$ cat src/design/fifo_pkg.sv
// Purpose: shared constants for the flag-timed word buffer
// Assumes: one clock, APB register access, 32-bit data
// Notes: offsets are byte addresses on the APB bus
package fifo_pkg;
  localparam int DATA_W = 32;
  localparam int PAR_W = 4;
  localparam int FIFO_DEPTH = 8;
  localparam int PTR_W = 4;
  localparam int SYNC_STAGES = 2;
  localparam int THR_W = 4;
  localparam int ADDR_W = 8;

  // Register byte offsets
  localparam logic [ADDR_W-1:0] CTRL_OFF = 8'h00;
  localparam logic [ADDR_W-1:0] STATUS_OFF = 8'h04;
  localparam logic [ADDR_W-1:0] COUNT_OFF = 8'h08;

  // Control fields and reset value
  localparam int CTRL_LOOK_BIT = 0;
  localparam int CTRL_AE_LSB = 8;
  localparam int CTRL_AF_LSB = 16;
  localparam logic [THR_W-1:0] AE_THR_RST = 4'h1;
  localparam logic [THR_W-1:0] AF_THR_RST = 4'h1;

  // Status fields
  localparam int ST_EMPTY = 0;
  localparam int ST_NEMPTY = 1;
  localparam int ST_FULL = 2;
  localparam int ST_NFULL = 3;
  localparam int ST_UNDER = 4;
  localparam int ST_OVER = 5;
  localparam int ST_LOOK = 6;

  // Count fields
  localparam int CNT_POP_LSB = 0;
  localparam int CNT_PUSH_LSB = 16;

  // Output stage of the lookahead path
  typedef enum logic {
    OUT_IDLE = 1'b0,
    OUT_HELD = 1'b1
  } out_state_t;
endpackage

$ cat src/design/word_ring.sv
// Purpose: word storage with pointers passed through synchronisers
// Assumes: in_valid held by the writer until taken
// Notes: fill levels seen by each side lag the far pointer
`timescale 1ns/10ps
`default_nettype none
module word_ring #(
  parameter int WIDTH = 36,
  parameter int DEPTH = 8,
  parameter int PTR_W = 4,
  parameter int STAGES = 2
) (
  input wire logic pclk,
  input wire logic presetn,
  input wire logic in_valid,
  output logic in_ready,
  input wire logic [WIDTH-1:0] in_data,
  output logic out_valid,
  input wire logic out_ready,
  output logic [WIDTH-1:0] out_data,
  output logic full,
  output logic [PTR_W-1:0] wr_ptr,
  output logic [PTR_W-1:0] rd_ptr,
  output logic [PTR_W-1:0] wr_fill,
  output logic [PTR_W-1:0] rd_fill
);
  logic [WIDTH-1:0] mem_q [DEPTH];
  logic [PTR_W-1:0] wr_q, wr_d, rd_q, rd_d;
  logic [PTR_W-1:0] wsync_q [STAGES];
  logic [PTR_W-1:0] rsync_q [STAGES];
  logic full_q, full_d;
  logic ready_q, ready_d;
  logic push, pop;

  ////////////////////////////////////////////////////////////////
  // Pointer and full flag next values
  always_comb begin
    push = in_valid & ~full_q;
    pop = out_ready & out_valid;
    wr_d = wr_q + PTR_W'(push);
    rd_d = rd_q + PTR_W'(pop);
    // Full only sees the read pointer after the synchroniser
    full_d = (wr_d - rsync_q[STAGES-1]) == PTR_W'(DEPTH);
    // Ready kept as its own flop so the pin needs no inverter
    ready_d = ~full_d;
  end

  always_ff @(posedge pclk or negedge presetn) begin
    if (!presetn) begin
      wr_q <= '0;
      rd_q <= '0;
      full_q <= 1'b0;
      ready_q <= 1'b1;
      for (int i = 0; i < STAGES; i++) begin
        wsync_q[i] <= '0;
        rsync_q[i] <= '0;
      end
    end else begin
      wr_q <= wr_d;
      rd_q <= rd_d;
      full_q <= full_d;
      ready_q <= ready_d;
      // First stage feeds only the next stage
      wsync_q[0] <= wr_q;
      rsync_q[0] <= rd_q;
      for (int i = 1; i < STAGES; i++) begin
        wsync_q[i] <= wsync_q[i-1];
        rsync_q[i] <= rsync_q[i-1];
      end
    end
  end

  ////////////////////////////////////////////////////////////////
  // Storage, written at the write pointer slot
  always_ff @(posedge pclk) begin
    if (push) begin
      mem_q[wr_q[PTR_W-2:0]] <= in_data;
    end
  end

  ////////////////////////////////////////////////////////////////
  // Side views
  assign in_ready = ready_q;
  assign full = full_q;
  assign wr_ptr = wr_q;
  assign rd_ptr = rd_q;
  assign wr_fill = wr_q - rsync_q[STAGES-1];
  assign rd_fill = wsync_q[STAGES-1] - rd_q;
  assign out_valid = rd_fill != '0;
  assign out_data = mem_q[rd_q[PTR_W-2:0]];
endmodule
`default_nettype wire

$ cat src/design/flag_timed_fifo.sv
// Purpose: word buffer with flag timing, lookahead output and APB
// Assumes: push and pop sides share pclk; APB master holds each request until pready
// Notes: change the read mode only while the buffer is empty
`timescale 1ns/10ps
`default_nettype none
module flag_timed_fifo
  import fifo_pkg::*;
#(
  parameter int DEPTH = fifo_pkg::FIFO_DEPTH
) (
  input wire logic pclk,
  input wire logic presetn,
  input wire logic psel,
  input wire logic penable,
  input wire logic pwrite,
  input wire logic [fifo_pkg::ADDR_W-1:0] paddr,
  input wire logic [31:0] pwdata,
  output logic [31:0] prdata,
  output logic pready,
  output logic pslverr,
  input wire logic push_request,
  input wire logic [fifo_pkg::DATA_W-1:0] write_data_in,
  input wire logic [fifo_pkg::PAR_W-1:0] write_parity_in,
  output logic push_ready,
  input wire logic pop_request,
  output logic [fifo_pkg::DATA_W-1:0] read_data_out,
  output logic [fifo_pkg::PAR_W-1:0] read_parity_out,
  output logic empty_flag,
  output logic full_flag,
  output logic nearly_empty_flag,
  output logic nearly_full_flag,
  output logic underflow_error,
  output logic overflow_error,
  output logic [fifo_pkg::PTR_W-1:0] pop_pointer_count,
  output logic [fifo_pkg::PTR_W-1:0] push_pointer_count
);
  import fifo_pkg::*;

  localparam int WORD_W = DATA_W + PAR_W;

  ////////////////////////////////////////////////////////////////
  // Declarations
  logic look_q, look_d;
  logic [THR_W-1:0] ae_thr_q, ae_thr_d;
  logic [THR_W-1:0] af_thr_q, af_thr_d;
  logic [31:0] prdata_q, prdata_d;
  logic pready_q, pready_d;
  logic pslverr_q, pslverr_d;
  logic [31:0] status_w, count_w, ctrl_w;
  logic wr_access;

  out_state_t state_q, state_d;
  logic [WORD_W-1:0] word_q, word_d;
  logic avail_q, avail_d;
  logic empty_q, empty_d;
  logic under_q, under_d;
  logic over_q, over_d;
  logic nempty_q, nempty_d;
  logic nfull_q, nfull_d;
  logic [PTR_W-1:0] popcnt_q, popcnt_d;
  logic [PTR_W-1:0] pushcnt_q, pushcnt_d;

  logic ring_pop, ring_valid, ring_ready, ring_full;
  logic [WORD_W-1:0] ring_data;
  logic [PTR_W-1:0] ring_wr, ring_rd, ring_wfill, ring_rfill;
  logic [PTR_W-1:0] left_after;
  logic load;

  ////////////////////////////////////////////////////////////////
  // Storage with synchronised pointer views
  word_ring #(
    .WIDTH(WORD_W),
    .DEPTH(DEPTH),
    .PTR_W(PTR_W),
    .STAGES(SYNC_STAGES)
  ) ring (
    .pclk(pclk),
    .presetn(presetn),
    .in_valid(push_request),
    .in_ready(ring_ready),
    .in_data({write_parity_in, write_data_in}),
    .out_valid(ring_valid),
    .out_ready(ring_pop),
    .out_data(ring_data),
    .full(ring_full),
    .wr_ptr(ring_wr),
    .rd_ptr(ring_rd),
    .wr_fill(ring_wfill),
    .rd_fill(ring_rfill)
  );

  ////////////////////////////////////////////////////////////////
  // Read side: output stage, empty and underflow
  always_comb begin
    state_d = state_q;
    word_d = word_q;
    load = 1'b0;
    if (look_q) begin
      // Prefetch one stage after the word is seen, hence one edge later
      load = avail_q & ((state_q == OUT_IDLE) | pop_request);
      if (load) begin
        state_d = OUT_HELD;
      end else if (pop_request) begin
        state_d = OUT_IDLE;
      end
      ring_pop = load;
    end else begin
      ring_pop = pop_request & avail_q;
      state_d = OUT_IDLE;
    end
    if (ring_pop) begin
      word_d = ring_data;
    end
    left_after = ring_rfill - PTR_W'(ring_pop);
    avail_d = ring_valid & (left_after != '0);
    if (look_q) begin
      empty_d = state_d != OUT_HELD;
    end else begin
      empty_d = ~avail_d;
    end
    under_d = pop_request & empty_q;
    nempty_d = left_after <= PTR_W'(ae_thr_q);
    popcnt_d = ring_rd;
  end

  // All read-side state moves on the pop clock edge
  always_ff @(posedge pclk or negedge presetn) begin
    if (!presetn) begin
      state_q <= OUT_IDLE;
      word_q <= '0;
      avail_q <= 1'b0;
      empty_q <= 1'b1;
      under_q <= 1'b0;
      nempty_q <= 1'b1;
      popcnt_q <= '0;
    end else begin
      state_q <= state_d;
      word_q <= word_d;
      avail_q <= avail_d;
      empty_q <= empty_d;
      under_q <= under_d;
      nempty_q <= nempty_d;
      popcnt_q <= popcnt_d;
    end
  end

  ////////////////////////////////////////////////////////////////
  // Write side: overflow, nearly-full and push count
  always_comb begin
    over_d = push_request & ring_full;
    nfull_d = ring_wfill >= (PTR_W'(DEPTH) - PTR_W'(af_thr_q));
    pushcnt_d = ring_wr;
  end

  always_ff @(posedge pclk or negedge presetn) begin
    if (!presetn) begin
      over_q <= 1'b0;
      nfull_q <= 1'b0;
      pushcnt_q <= '0;
    end else begin
      over_q <= over_d;
      nfull_q <= nfull_d;
      pushcnt_q <= pushcnt_d;
    end
  end

  ////////////////////////////////////////////////////////////////
  // APB slave: zero-wait answer in the first access cycle
  always_comb begin
    ctrl_w = '0;
    ctrl_w[CTRL_LOOK_BIT] = look_q;
    ctrl_w[CTRL_AE_LSB +: THR_W] = ae_thr_q;
    ctrl_w[CTRL_AF_LSB +: THR_W] = af_thr_q;
    status_w = '0;
    status_w[ST_EMPTY] = empty_q;
    status_w[ST_NEMPTY] = nempty_q;
    status_w[ST_FULL] = ring_full;
    status_w[ST_NFULL] = nfull_q;
    status_w[ST_UNDER] = under_q;
    status_w[ST_OVER] = over_q;
    status_w[ST_LOOK] = look_q;
    count_w = '0;
    count_w[CNT_POP_LSB +: PTR_W] = popcnt_q;
    count_w[CNT_PUSH_LSB +: PTR_W] = pushcnt_q;
    // Data is latched in setup so prdata stays a flop output
    pready_d = psel & ~penable;
    pslverr_d = 1'b0;
    prdata_d = prdata_q;
    if (psel & ~penable) begin
      unique case (paddr)
        CTRL_OFF: prdata_d = ctrl_w;
        STATUS_OFF: prdata_d = status_w;
        COUNT_OFF: prdata_d = count_w;
        default: begin
          prdata_d = '0;
          pslverr_d = 1'b1;
        end
      endcase
    end
    wr_access = psel & penable & pready_q & pwrite & ~pslverr_q;
    look_d = look_q;
    ae_thr_d = ae_thr_q;
    af_thr_d = af_thr_q;
    if (wr_access && paddr == CTRL_OFF) begin
      look_d = pwdata[CTRL_LOOK_BIT];
      ae_thr_d = pwdata[CTRL_AE_LSB +: THR_W];
      af_thr_d = pwdata[CTRL_AF_LSB +: THR_W];
    end
  end

  always_ff @(posedge pclk or negedge presetn) begin
    if (!presetn) begin
      prdata_q <= '0;
      pready_q <= 1'b0;
      pslverr_q <= 1'b0;
      look_q <= 1'b0;
      ae_thr_q <= AE_THR_RST;
      af_thr_q <= AF_THR_RST;
    end else begin
      prdata_q <= prdata_d;
      pready_q <= pready_d;
      pslverr_q <= pslverr_d;
      look_q <= look_d;
      ae_thr_q <= ae_thr_d;
      af_thr_q <= af_thr_d;
    end
  end

  ////////////////////////////////////////////////////////////////
  // Outputs, each a flop
  assign prdata = prdata_q;
  assign pready = pready_q;
  assign pslverr = pslverr_q;
  assign push_ready = ring_ready;
  assign full_flag = ring_full;
  assign read_data_out = word_q[DATA_W-1:0];
  assign read_parity_out = word_q[WORD_W-1:DATA_W];
  assign empty_flag = empty_q;
  assign nearly_empty_flag = nempty_q;
  assign nearly_full_flag = nfull_q;
  assign underflow_error = under_q;
  assign overflow_error = over_q;
  assign pop_pointer_count = popcnt_q;
  assign push_pointer_count = pushcnt_q;
endmodule
`default_nettype wire

$ cat config.mk
export PLATFORM = sky130hd
export DESIGN_NAME = flag_timed_fifo
export DESIGN_NICKNAME = d
export VERILOG_FILES = /design/src/design/fifo_pkg.sv /design/src/design/word_ring.sv /design/src/design/flag_timed_fifo.sv
export SDC_FILE = /design/constraint.sdc
export NUM_CORES = 1
export LEC_CHECK = 0
export BUFFER_PORTS_ARGS = -buffer_cell sky130_fd_sc_hd__buf_2
export CORE_ASPECT_RATIO = 1.2
export CORE_MARGIN = 1.5
export CORE_UTILIZATION = 63
export CTS_CLUSTER_DIAMETER = 30
export DETAILED_ROUTE_END_ITERATION = 10
export PLACE_DENSITY = 0.91
export SLEW_MARGIN = 20
export SYNTH_ARGS = -nofsm -noshare
export SYNTH_HDL_FRONTEND = slang
export SYNTH_HIERARCHICAL = 1
export SYNTH_SLANG_ARGS = --single-unit
$ cat constraint.sdc
create_clock -name pclk -period 10.5 [get_ports pclk]
set_clock_uncertainty 0.15 [all_clocks]
set_input_delay 1.05 -clock pclk [delete_from_list [all_inputs] [get_ports pclk]]
set_output_delay 1.05 -clock pclk [all_outputs]
set_load 0.05 [all_outputs]
==> results.toml, run 1 <==
[run_status]
status = "completed"

[critical_path]
critPathLaunch = "ring/rd_ptr[2]$_DFF_PN0_"
max_stage_delay_ns = 1.00
crit_cells = 9
criticalPathCategory = "reg2reg"
cp_max_fo = 41
cp-endpoint = "ring/rd_ptr[2]$_DFF_PN0_"
worst_path_most_repeated_cell = "ha_1"
regToRegSetupSlack_ns = 6.62
reg2reg_to = "ring/rd_ptr[2]$_DFF_PN0_"
cp.buffers_inverters = 1
critPathArrivalTime_ns = 4.10
worst_setup_path_end_kind = "register"
crit_slowest_cell = "dfrtp_2"
critPathTopFamily = "flip-flops"
worst-r2r-cell-count = 9
rr_startpoint = "ring/rd_ptr[2]$_DFF_PN0_"
required_ns = 10.72
start_kind = "register"
path_cells = "inv_2, ha_1, a21oi_1, nand2_1, xnor2_1, o41a_1, ha_1, ha_1, xor2_1"

[clock_network]
clkTransAtPathRegs_ns = 0.06
cts_max_level = 2
ctsLongestPathBuffers = 3
cts_resized = 0
cts_root_buf = "clkbuf_16"
cts_inserted_buffers = 51
post-cts-setup-buffers = 0
clkSinkCount = 391
clock_latency_ns = 0.55
cts_tree = "done"
cts-hold-fix-buffers = 0

[floorplanning]
initial_core_util = 0.641
core-area_sq_um = 24000
fp-row-count = 62
die_y_um = 174
die_w_um = 146
die-area_sq_um = 25300
io_pins = 168

[global_route]
grt_max_degree = 78
grt_pass1_wl_um = 50500
antenna_found_initial = 6
grt_pass1_vias = 8900
grt.total_usage = 0.267
overflow = 0

[timing]
worst_slack_ns = 6.62
finalHoldViolCount = 0
relSlewSlack = 0.250
fin_crit_sh = 0.370
rsz0062_at_grt = "false"
setup_tns_ns = 0
worst_pin_slew_ns = 1.13
period_minus_slack_ns = 3.88
slew_violations = 0
finalSetupViolCount = 0
max_freq_ghz = 0.257

[job]
cap_violations = 0

[power_and_ir_drop]
clkPwrFrac = 0.308
power.internal_w = 0.00377
p_switching_w = 0.00202
seq_power_share = 0.391
combPwrFrac = 0.301
p_total_w = 0.00579
p_leak_nw = 6.99
powerDensity_nw_per_um2 = 320
vdd_ir_drop_max_mv = 0.243
p_sw_frac = 0.349

[routing]
drc = 0
drtAntennaViolNets = 0
drt-initial-drc-count = 708
vias_per_cell = 6.03
wire_per_inst_um = 23.8
num_vias = 8264
dr.pass1.iters = 5
totalWireLength_um = 32600

[synth]
synth_cell_types = 46
seq_area_frac_synth = 0.732
ys_ff_latch = 391
synth_area_leaders = "edfxtp_1 56%, dfrtp_1 16%, mux4_2 11%"
synth_common_cells = "288 x edfxtp_1, 136 x nand2_1, 98 x dfrtp_1"
synth_top_area_cell = "edfxtp_1"
async_reset_ff_frac = 0.263
synth.most_common_cell = "edfxtp_1"
synthCells = 845
synth_top_flop_cell = "edfxtp_1"
synth.avg_cell_area_sq_um = 18.2
synth_edf_count = 288
yosysWarnings = 6
synth_area_sq_um = 15400
synth_top_area_frac = 0.563

[placed_design]
hpwlAfterDp_um = 17600
portBuffers = 127
place_congestion = 0.801
dpl_cell_area_sq_um = 16300
place_ws_ns = 6.63

[layout]
drive_above_1_share = 0.350
stdcell_area_sq_um = 18100
nFillCells = 1233
area_growth_pct = 17.8
nNetsFinal = 1113

[hold_path]
min-delay-start = "ring/rsync_q[6]$_DFF_PN0_"
min_path_type = "reg2reg"
==> worst register-to-register path, cell delays in order (launching register included) <==
cell and delay, ns:
dfrtp_2 1.00, inv_2 0.65, ha_1 0.54, a21oi_1 0.19
nand2_1 0.11, xnor2_1 0.18, o41a_1 0.33, ha_1 0.21
ha_1 0.21, xor2_1 0.16
==> worst min-delay path by stage <==
stage,depth (start not counted),endpoint,slack (ns)
final,0,ring/rsync_q[2]$_DFF_PN0_,0.20
after global routing,0,ring/wsync_q[3]$_DFF_PN0_,0.21
after CTS,0,ring/rsync_q[2]$_DFF_PN0_,0.20
after detailed placement,0,ring/rsync_q[2]$_DFF_PN0_,0.18
after global placement,0,ring/rsync_q[1]$_DFF_PN0_,0.18
after floorplan,0,ring/rsync_q[0]$_DFF_PN0_,0.18
==> cell usage in the layout (no fill, tap or decap), drive strengths merged, types with 13 or more instances in the layout <==
cell,n
clkinv,18
nor2,13
mux4,72
inv,38
buf,139
mux2,45
clkbuf,58
nand2,136
edfxtp,288
conb,17
dfrtp,98
ha,24
==> metrics by stage <==
stage | hold WS [ns] | utilization | cells
2_1_floorplan | 0.181 | - | 861
4_1_cts | 0.204 | 0.754 | 1365
6_report | 0.198 | 0.755 | 1370
3_5_place_dp | 0.185 | 0.679 | 1271
3_3_place_gp | 0.182 | 0.679 | 1271
5_1_grt | 0.213 | 0.755 | 1369
==> final cells by class <==
cell class              count  area [sq um]  area share
diodes                      5          12.5    0.000692
clock buffers              58          1360      0.0749
clock inverters            36           435      0.0241
inverters                  29           109     0.00602
multi-input cells         392          3810       0.211
flip-flops and latches    391         11200       0.621
well taps                 320           400      0.0221
repair buffers            139           728      0.0403
==> power by group through the flow <==
stage / Clock, W / Combinational (W) / Sequential [W]
after floorplan: 0 / 0.00109 / 0.00244
after global placement: 0 / 0.00164 / 0.00225
after detailed placement: 0 / 0.00170 / 0.00228
after CTS: 0.00180 / 0.00174 / 0.00226
after global routing: 0.00186 / 0.00188 / 0.00230
final: 0.00179 / 0.00174 / 0.00226
==> layer usage <==
| layer | global-route usage | part of all wire |
|---|---|---|
| met5 | 0 | 0.00040 |
| met2 | 0.461 | 0.52 |
| met1 | 0.328 | 0.37 |
| met3 | 0.0546 | 0.072 |
| met4 | 0.120 | 0.035 |
==> cells by family (layout without fill, tap and decap cells) <==
| group | after synthesis | in the layout | share of synthesized area |
|---|---|---|---|
| DFF | 391 | 391 | 0.732 |
| and+or+nand+nor | 174 | 174 | 0.0479 |
| muxes | 122 | 122 | 0.144 |
| buffers and inverters | 78 | 262 | 0.0284 |
| AOI/OAI and AO/OA | 37 | 37 | 0.0156 |
| adders and majority gates | 26 | 26 | 0.0222 |
| xor gates and xnor gates | 16 | 16 | 0.0101 |
| other | 1 | 22 | 0.000244 |
==> registers in the layout, summed over array words and instances (netlist names), 4 cells and up <==
signal and cells:
ae_thr_q 4, af_thr_q 4, pop_pointer_count 4, prdata 15, push_pointer_count 4, ring/mem_q 288
ring/rd_ptr 4, ring/rsync_q 8, ring/wr_ptr 4, ring/wsync_q 8, word_q 36
(Power assumes the default switching activity.)
==> run 2, diff against run 1 <==
--- a/config.mk
+++ b/config.mk
@@ -8,10 +8,10 @@
 export BUFFER_PORTS_ARGS = -buffer_cell sky130_fd_sc_hd__buf_2
 export CORE_ASPECT_RATIO = 1.2
 export CORE_MARGIN = 1.5
-export CORE_UTILIZATION = 63
+export CORE_UTILIZATION = 58
 export CTS_CLUSTER_DIAMETER = 30
 export DETAILED_ROUTE_END_ITERATION = 10
-export PLACE_DENSITY = 0.91
+export PLACE_DENSITY = 0.85
 export SLEW_MARGIN = 20
 export SYNTH_ARGS = -nofsm -noshare
 export SYNTH_HDL_FRONTEND = slang
==> constraint.sdc (replaced) <==
create_clock -name pclk -period 4 [get_ports pclk]
set_clock_uncertainty 0.15 [all_clocks]
set_input_delay 0.4 -clock pclk [delete_from_list [all_inputs] [get_ports pclk]]
set_output_delay 0.4 -clock pclk [all_outputs]
set_load 0.05 [all_outputs]
==> run 2 against run 1 <==
Cell count up 5.8%. Die area up 8.5%. Critical path type is now in2reg. Design area up 3.9%. Clock power rose to 2.8 times the previous value. Largest cell class unchanged. Combinational power rose to 2.8 times the previous value. Core utilization down 3.7 points. Critical endpoint is now ring/full$_DFF_PN0_. Global-route usage down 2.7 points. Critical path depth up 1.
==> results.toml, run 2 (same netlist as run 1, synthesis figures left out) <==
[layout]
area_growth_pct = 22.4
final_common_cell = "edfxtp_1"
nNetsFinal = 1173
drive_above_1_share = 0.338
largest_reg_flops = 288
num_antenna_cells = 0
mostFrequentLayoutCells = "288 x edfxtp_1, 135 x nand2_1, 126 x buf_2"

[global_route]
grt_pass1_vias = 8939
antenna_found_initial = 0
overflow = 0
grt.total_usage = 0.240
grt_max_degree = 77
grt_pass1_wl_um = 48600

[power_and_ir_drop]
vdd_ir_drop_max_mv = 0.552
p_leak_nw = 7.29
powerDensity_nw_per_um2 = 826

[placed_design]
place_congestion = 0.729
hpwlAfterDp_um = 16000
portBuffers = 127
place_ws_ns = 1.39

[floorplanning]
io_pins = 168
initial_core_util = 0.586
die_w_um = 152
die-area_sq_um = 27500
die_y_um = 181
core-area_sq_um = 26200
fp-row-count = 65

[routing]
drt-initial-drc-count = 494
num_vias = 8265
drtAntennaViolNets = 0
vias_per_cell = 5.70
totalWireLength_um = 32100
dr.pass1.iters = 5
drc = 0
wire_per_inst_um = 22.1

[run_status]
status = "completed"

[job]
cap_violations = 0

[critical_path]
cp_max_fo = 3
start_kind = "input port"
criticalPathCategory = "in2reg"
worst_setup_path_end_kind = "register"
critPathArrivalTime_ns = 3.01
required_ns = 4.35

[clock_network]
cts_root_buf = "clkbuf_16"
cts_max_level = 2
ctsLongestPathBuffers = 3
clkSinkCount = 391
cts_inserted_buffers = 60
post-cts-setup-buffers = 0
cts_tree = "done"
clock_latency_ns = 0.57
clkTransAtPathRegs_ns = 0.05

[timing]
period_minus_slack_ns = 2.66
slew_violations = 0
worst_pin_slew_ns = 1.09
fin_crit_sh = 0.665
finalSetupViolCount = 0
rsz0062_at_grt = "false"
worst_slack_ns = 1.34
hold_slack_ns = 0.0259
finalHoldViolCount = 0
relSlewSlack = 0.275
max_freq_ghz = 0.376

[hold_path]
min_path_type = "in2reg"
==> run 2: path summary, 6_finish.rpt <==
| path | from | endpoint | slack (ns) | cells after the start |
|---|---|---|---|---|
| max in group asynchronous | presetn | ring/in_ready$_DFF_PN1_ | 2.51 | 3 |
| worst min register to register | ring/wsync_q[5]$_DFF_PN0_ | ring/wsync_q[1]$_DFF_PN0_ | 0.19 | 0 |
| worst min-delay path | paddr[2] | pslverr$_DFF_PN0_ | 0.03 | 3 |
| worst max-delay path | push_request | ring/full$_DFF_PN0_ | 1.34 | 10 |
| min in group asynchronous | presetn | prdata[10]$_DFFE_PN0P_ | 0.30 | 2 |
| worst max register to register | ring/rd_ptr[0]$_DFF_PN0_ | nearly_empty_flag$_DFF_PN1_ | 1.36 | 9 |
==> run 2: critical path, stage by stage <==
cell,delay [ns]
dlygate4sd3_1,0.55
buf_2,0.12
nor2b_1,0.28
ha_1,0.26
ha_1,0.27
ha_1,0.30
nor2b_1,0.14
or3_1,0.32
o22ai_1,0.18
and3_1,0.19
==> run 2: area by class of cell <==
class	count	area, sq um
flip-flops and latches	391	11200
fillers	1550	7390
multi-input cells	392	3800
clock buffers	69	1540
repair buffers	190	1240
clock inverters	43	445
well taps	335	419
inverters	29	109
==> run 2: metrics by stage <==
step | area (sq um) | setup TNS, ns | instances | power (W) | utilization
2_1_floorplan | 15400 | -2.64 | 861 | 0.00927 | -
3_3_place_gp | 16300 | 0 | 1289 | 0.0103 | 0.624
3_5_place_dp | 16300 | 0 | 1289 | 0.0105 | 0.624
4_1_cts | 18800 | 0 | 1449 | 0.0156 | 0.718
5_1_grt | 18800 | 0 | 1449 | 0.0162 | 0.718
6_report | 18800 | 0 | 1449 | 0.0155 | 0.718
==> run 2: power breakdown <==
group | internal (W) | total, W | switching (W)
Combinational | 0.00185 | 0.00493 | 0.00309
Clock | 0.00317 | 0.00502 | 0.00185
Sequential | 0.00523 | 0.00557 | 0.000338
Total | 0.0102 | 0.0155 | 0.00528
==> run 2: what timing repair did <==
action                    in CTS  in global routing
hold buffers                  48                  0
hold endpoints to repair     354                  0
gates resized for setup        0                  0
==> run 2: metal layers <==
layer,share of wire,vias up,GRT usage
li1,-,3613,-
met1,0.38,4224,0.298
met2,0.52,363,0.417
met3,0.066,65,0.0429
met4,0.029,0,0.0942
met5,0,-,0
==> run 3, diff against run 2 <==
--- a/config.mk
+++ b/config.mk
@@ -8,10 +8,10 @@
 export BUFFER_PORTS_ARGS = -buffer_cell sky130_fd_sc_hd__buf_2
 export CORE_ASPECT_RATIO = 1.2
 export CORE_MARGIN = 1.5
-export CORE_UTILIZATION = 58
+export CORE_UTILIZATION = 53
 export CTS_CLUSTER_DIAMETER = 30
 export DETAILED_ROUTE_END_ITERATION = 10
-export PLACE_DENSITY = 0.85
+export PLACE_DENSITY = 0.82
 export SLEW_MARGIN = 20
 export SYNTH_ARGS = -nofsm -noshare
 export SYNTH_HDL_FRONTEND = slang
==> constraint.sdc (replaced) <==
create_clock -name pclk -period 2.2 [get_ports pclk]
set_clock_uncertainty 0.15 [all_clocks]
set_input_delay 0.22 -clock pclk [delete_from_list [all_inputs] [get_ports pclk]]
set_output_delay 0.22 -clock pclk [all_outputs]
set_load 0.05 [all_outputs]
==> run 3 against run 2 <==
The flow now finishes with violations (negative setup slack). Via count increased by 5.3%. Global-route usage increased by 0.27 points. Combinational power increased by 110%. Total power increased by 100%. Highest routed layer unchanged. Non-clock buffer count increased by 36. Hold slack improved by 0.0028 ns. Largest power group is now combinational logic.
==> results.toml, run 3 (same netlist as run 1, synthesis figures left out) <==
[routing]
drc = 0
drtAntennaViolNets = 0
drt-initial-drc-count = 665
dr.pass1.iters = 5
vias_per_cell = 5.63
num_vias = 8705
wire_per_inst_um = 22.8
totalWireLength_um = 35300

[clock_network]
clkSinkCount = 391
clock_latency_ns = 0.54
cts_tree = "done"
cts_root_buf = "clkbuf_16"
cts_inserted_buffers = 67
ctsLongestPathBuffers = 3
cts_max_level = 3
clkTransAtPathRegs_ns = 0.06

[timing]
relSlewSlack = 0.576
slew_violations = 0
finalHoldViolCount = 0
finalSetupViolCount = 15
rsz0062_at_grt = "true"
worst_pin_slew_ns = 0.636
max_freq_ghz = 0.413
worst_slack_ns = -0.223
hold_slack_ns = 0.0287
fin_crit_sh = 1.10
period_minus_slack_ns = 2.42

[layout]
nFillCells = 1664
fin_cells = 1545
final_common_cell = "edfxtp_1"
mostFrequentLayoutCells = "288 x edfxtp_1, 133 x nand2_1, 126 x buf_2"
area_growth_pct = 29.7
largest_reg_flops = 288
drive_above_1_share = 0.385
nNetsFinal = 1216
num_antenna_cells = 0

[floorplanning]
io_pins = 168
initial_core_util = 0.536
fp-row-count = 68
core-area_sq_um = 28700
die-area_sq_um = 30000
die_y_um = 189
die_w_um = 158

[placed_design]
portBuffers = 127
hpwlAfterDp_um = 17100
place_congestion = 0.758
place_ws_ns = -0.279
placed_cells = 1361

[critical_path]
max_stage_delay_ns = 0.48
crit_slowest_cell = "dfrtp_4"
cp_max_fo = 4
path_cells = "ha_4, inv_2, fa_2, o41a_1, ha_4, ha_4, xor2_1"
worst_setup_path_end_kind = "register"
criticalPathCategory = "reg2reg"
start_kind = "register"
worst_path_most_repeated_cell = "ha_4"
critPathArrivalTime_ns = 2.65
required_ns = 2.43

[run_status]
violations = "negative setup slack"
status = "complete, but fails checks"

[global_route]
grt_max_degree = 74
grt_pass1_vias = 9448
antenna_found_initial = 0
grt_pass1_wl_um = 53200
grt.total_usage = 0.243
overflow = 0

[power_and_ir_drop]
p_total_w = 0.0312
p_leak_nw = 7.72
vdd_ir_drop_max_mv = 0.979
powerDensity_nw_per_um2 = 1570

[job]
cap_violations = 0

[hold_path]
min_path_type = "in2async"
## run 3: cell count changes in the layout (fill, tap and decap cells not counted), moves of 4 or more
| cell | change |
|---|---|
| o21ai_0 | -5 |
| clkinv_1 | -4 |
| buf_12 | +11 |
| ha_1 | -8 |
| buf_4 | +13 |
| bufinv_16 | +4 |
| ha_4 | +8 |
| o21ai_1 | +5 |
| inv_1 | -4 |
| dlygate4sd3_1 | +7 |
| clkbuf_16 | +10 |
| clkbuf_8 | +4 |
| clkinvlp_4 | -5 |
## run 3: layout make-up
class / instances / area [sq um] / share of cell area
flip-flops and latches: 391 / 11200 / 0.565
multi-input cells: 392 / 4010 / 0.201
clock buffers: 83 / 1780 / 0.0892
repair buffers: 226 / 1750 / 0.0877
clock inverters: 39 / 543 / 0.0273
well taps: 385 / 482 / 0.0242
inverters: 29 / 111 / 0.00559
## run 3: stage by stage
| stage | cell area [sq um] | TNS [ns] | util |
|---|---|---|---|
| final | 19900 | -1.02 | 0.694 |
| after global routing | 19900 | -2.37 | 0.694 |
| after CTS | 19700 | -1.43 | 0.688 |
| after detailed placement | 16800 | -1.24 | 0.585 |
| after global placement | 16800 | -0.778 | 0.585 |
| after floorplan | 15600 | -12.73 | - |
## run 3: worst paths after layout
path / from / endpoint / slack, ns / cells after the start
max: ring/rd_ptr[0]$_DFF_PN0_ / ring/rd_ptr[2]$_DFF_PN0_ / -0.22 / 7
min: presetn / word_q[29]$_DFFE_PN0N_ / 0.03 / 2
max reg2reg: ring/rd_ptr[0]$_DFF_PN0_ / ring/rd_ptr[2]$_DFF_PN0_ / -0.22 / 7
min reg2reg: ring/rsync_q[5]$_DFF_PN0_ / ring/rsync_q[1]$_DFF_PN0_ / 0.20 / 0
max in group asynchronous: presetn / ring/in_ready$_DFF_PN1_ / 1.13 / 3
min in group pclk: paddr[1] / prdata[2]$_DFFE_PN0P_ / 0.03 / 4
## run 3: power breakdown
part / total, W / internal [W] / switching (W)
Sequential: 0.0102 / 0.00951 / 0.000644
Clock: 0.0105 / 0.00699 / 0.00356
Combinational: 0.0105 / 0.00422 / 0.00624
## run 3: worst max-delay path: cells and delay by family, from the launching register on
| kind | cells | cell delay (ns) |
|---|---|---|
| xor+xnor | 1 | 0.14 |
| compound gates | 1 | 0.48 |
| flops | 1 | 0.48 |
| fa+ha+maj | 4 | 0.96 |
| buf+inv | 1 | 0.05 |
## run 3: what timing repair did
action / 4_1_cts / 5_1_grt
setup buffers: 2 / 2
hold buffers: 55 / 2
pin swaps: 3 / 9
endpoints found under the setup margin: 19 / 50
gates cloned: 0 / 3
resized for setup: 13 / 20
hold endpoints to repair: 415 / 2
## run 3: routing by layer
metal,global-route usage,wire length (um),vias to the layer above,part of all wire
met5,0,0,-,0
met4,0.0931,992,0,0.028
met3,0.0575,3040,85,0.086
met2,0.422,18400,509,0.52
met1,0.291,12800,4397,0.36
li1,-,-,3714,-
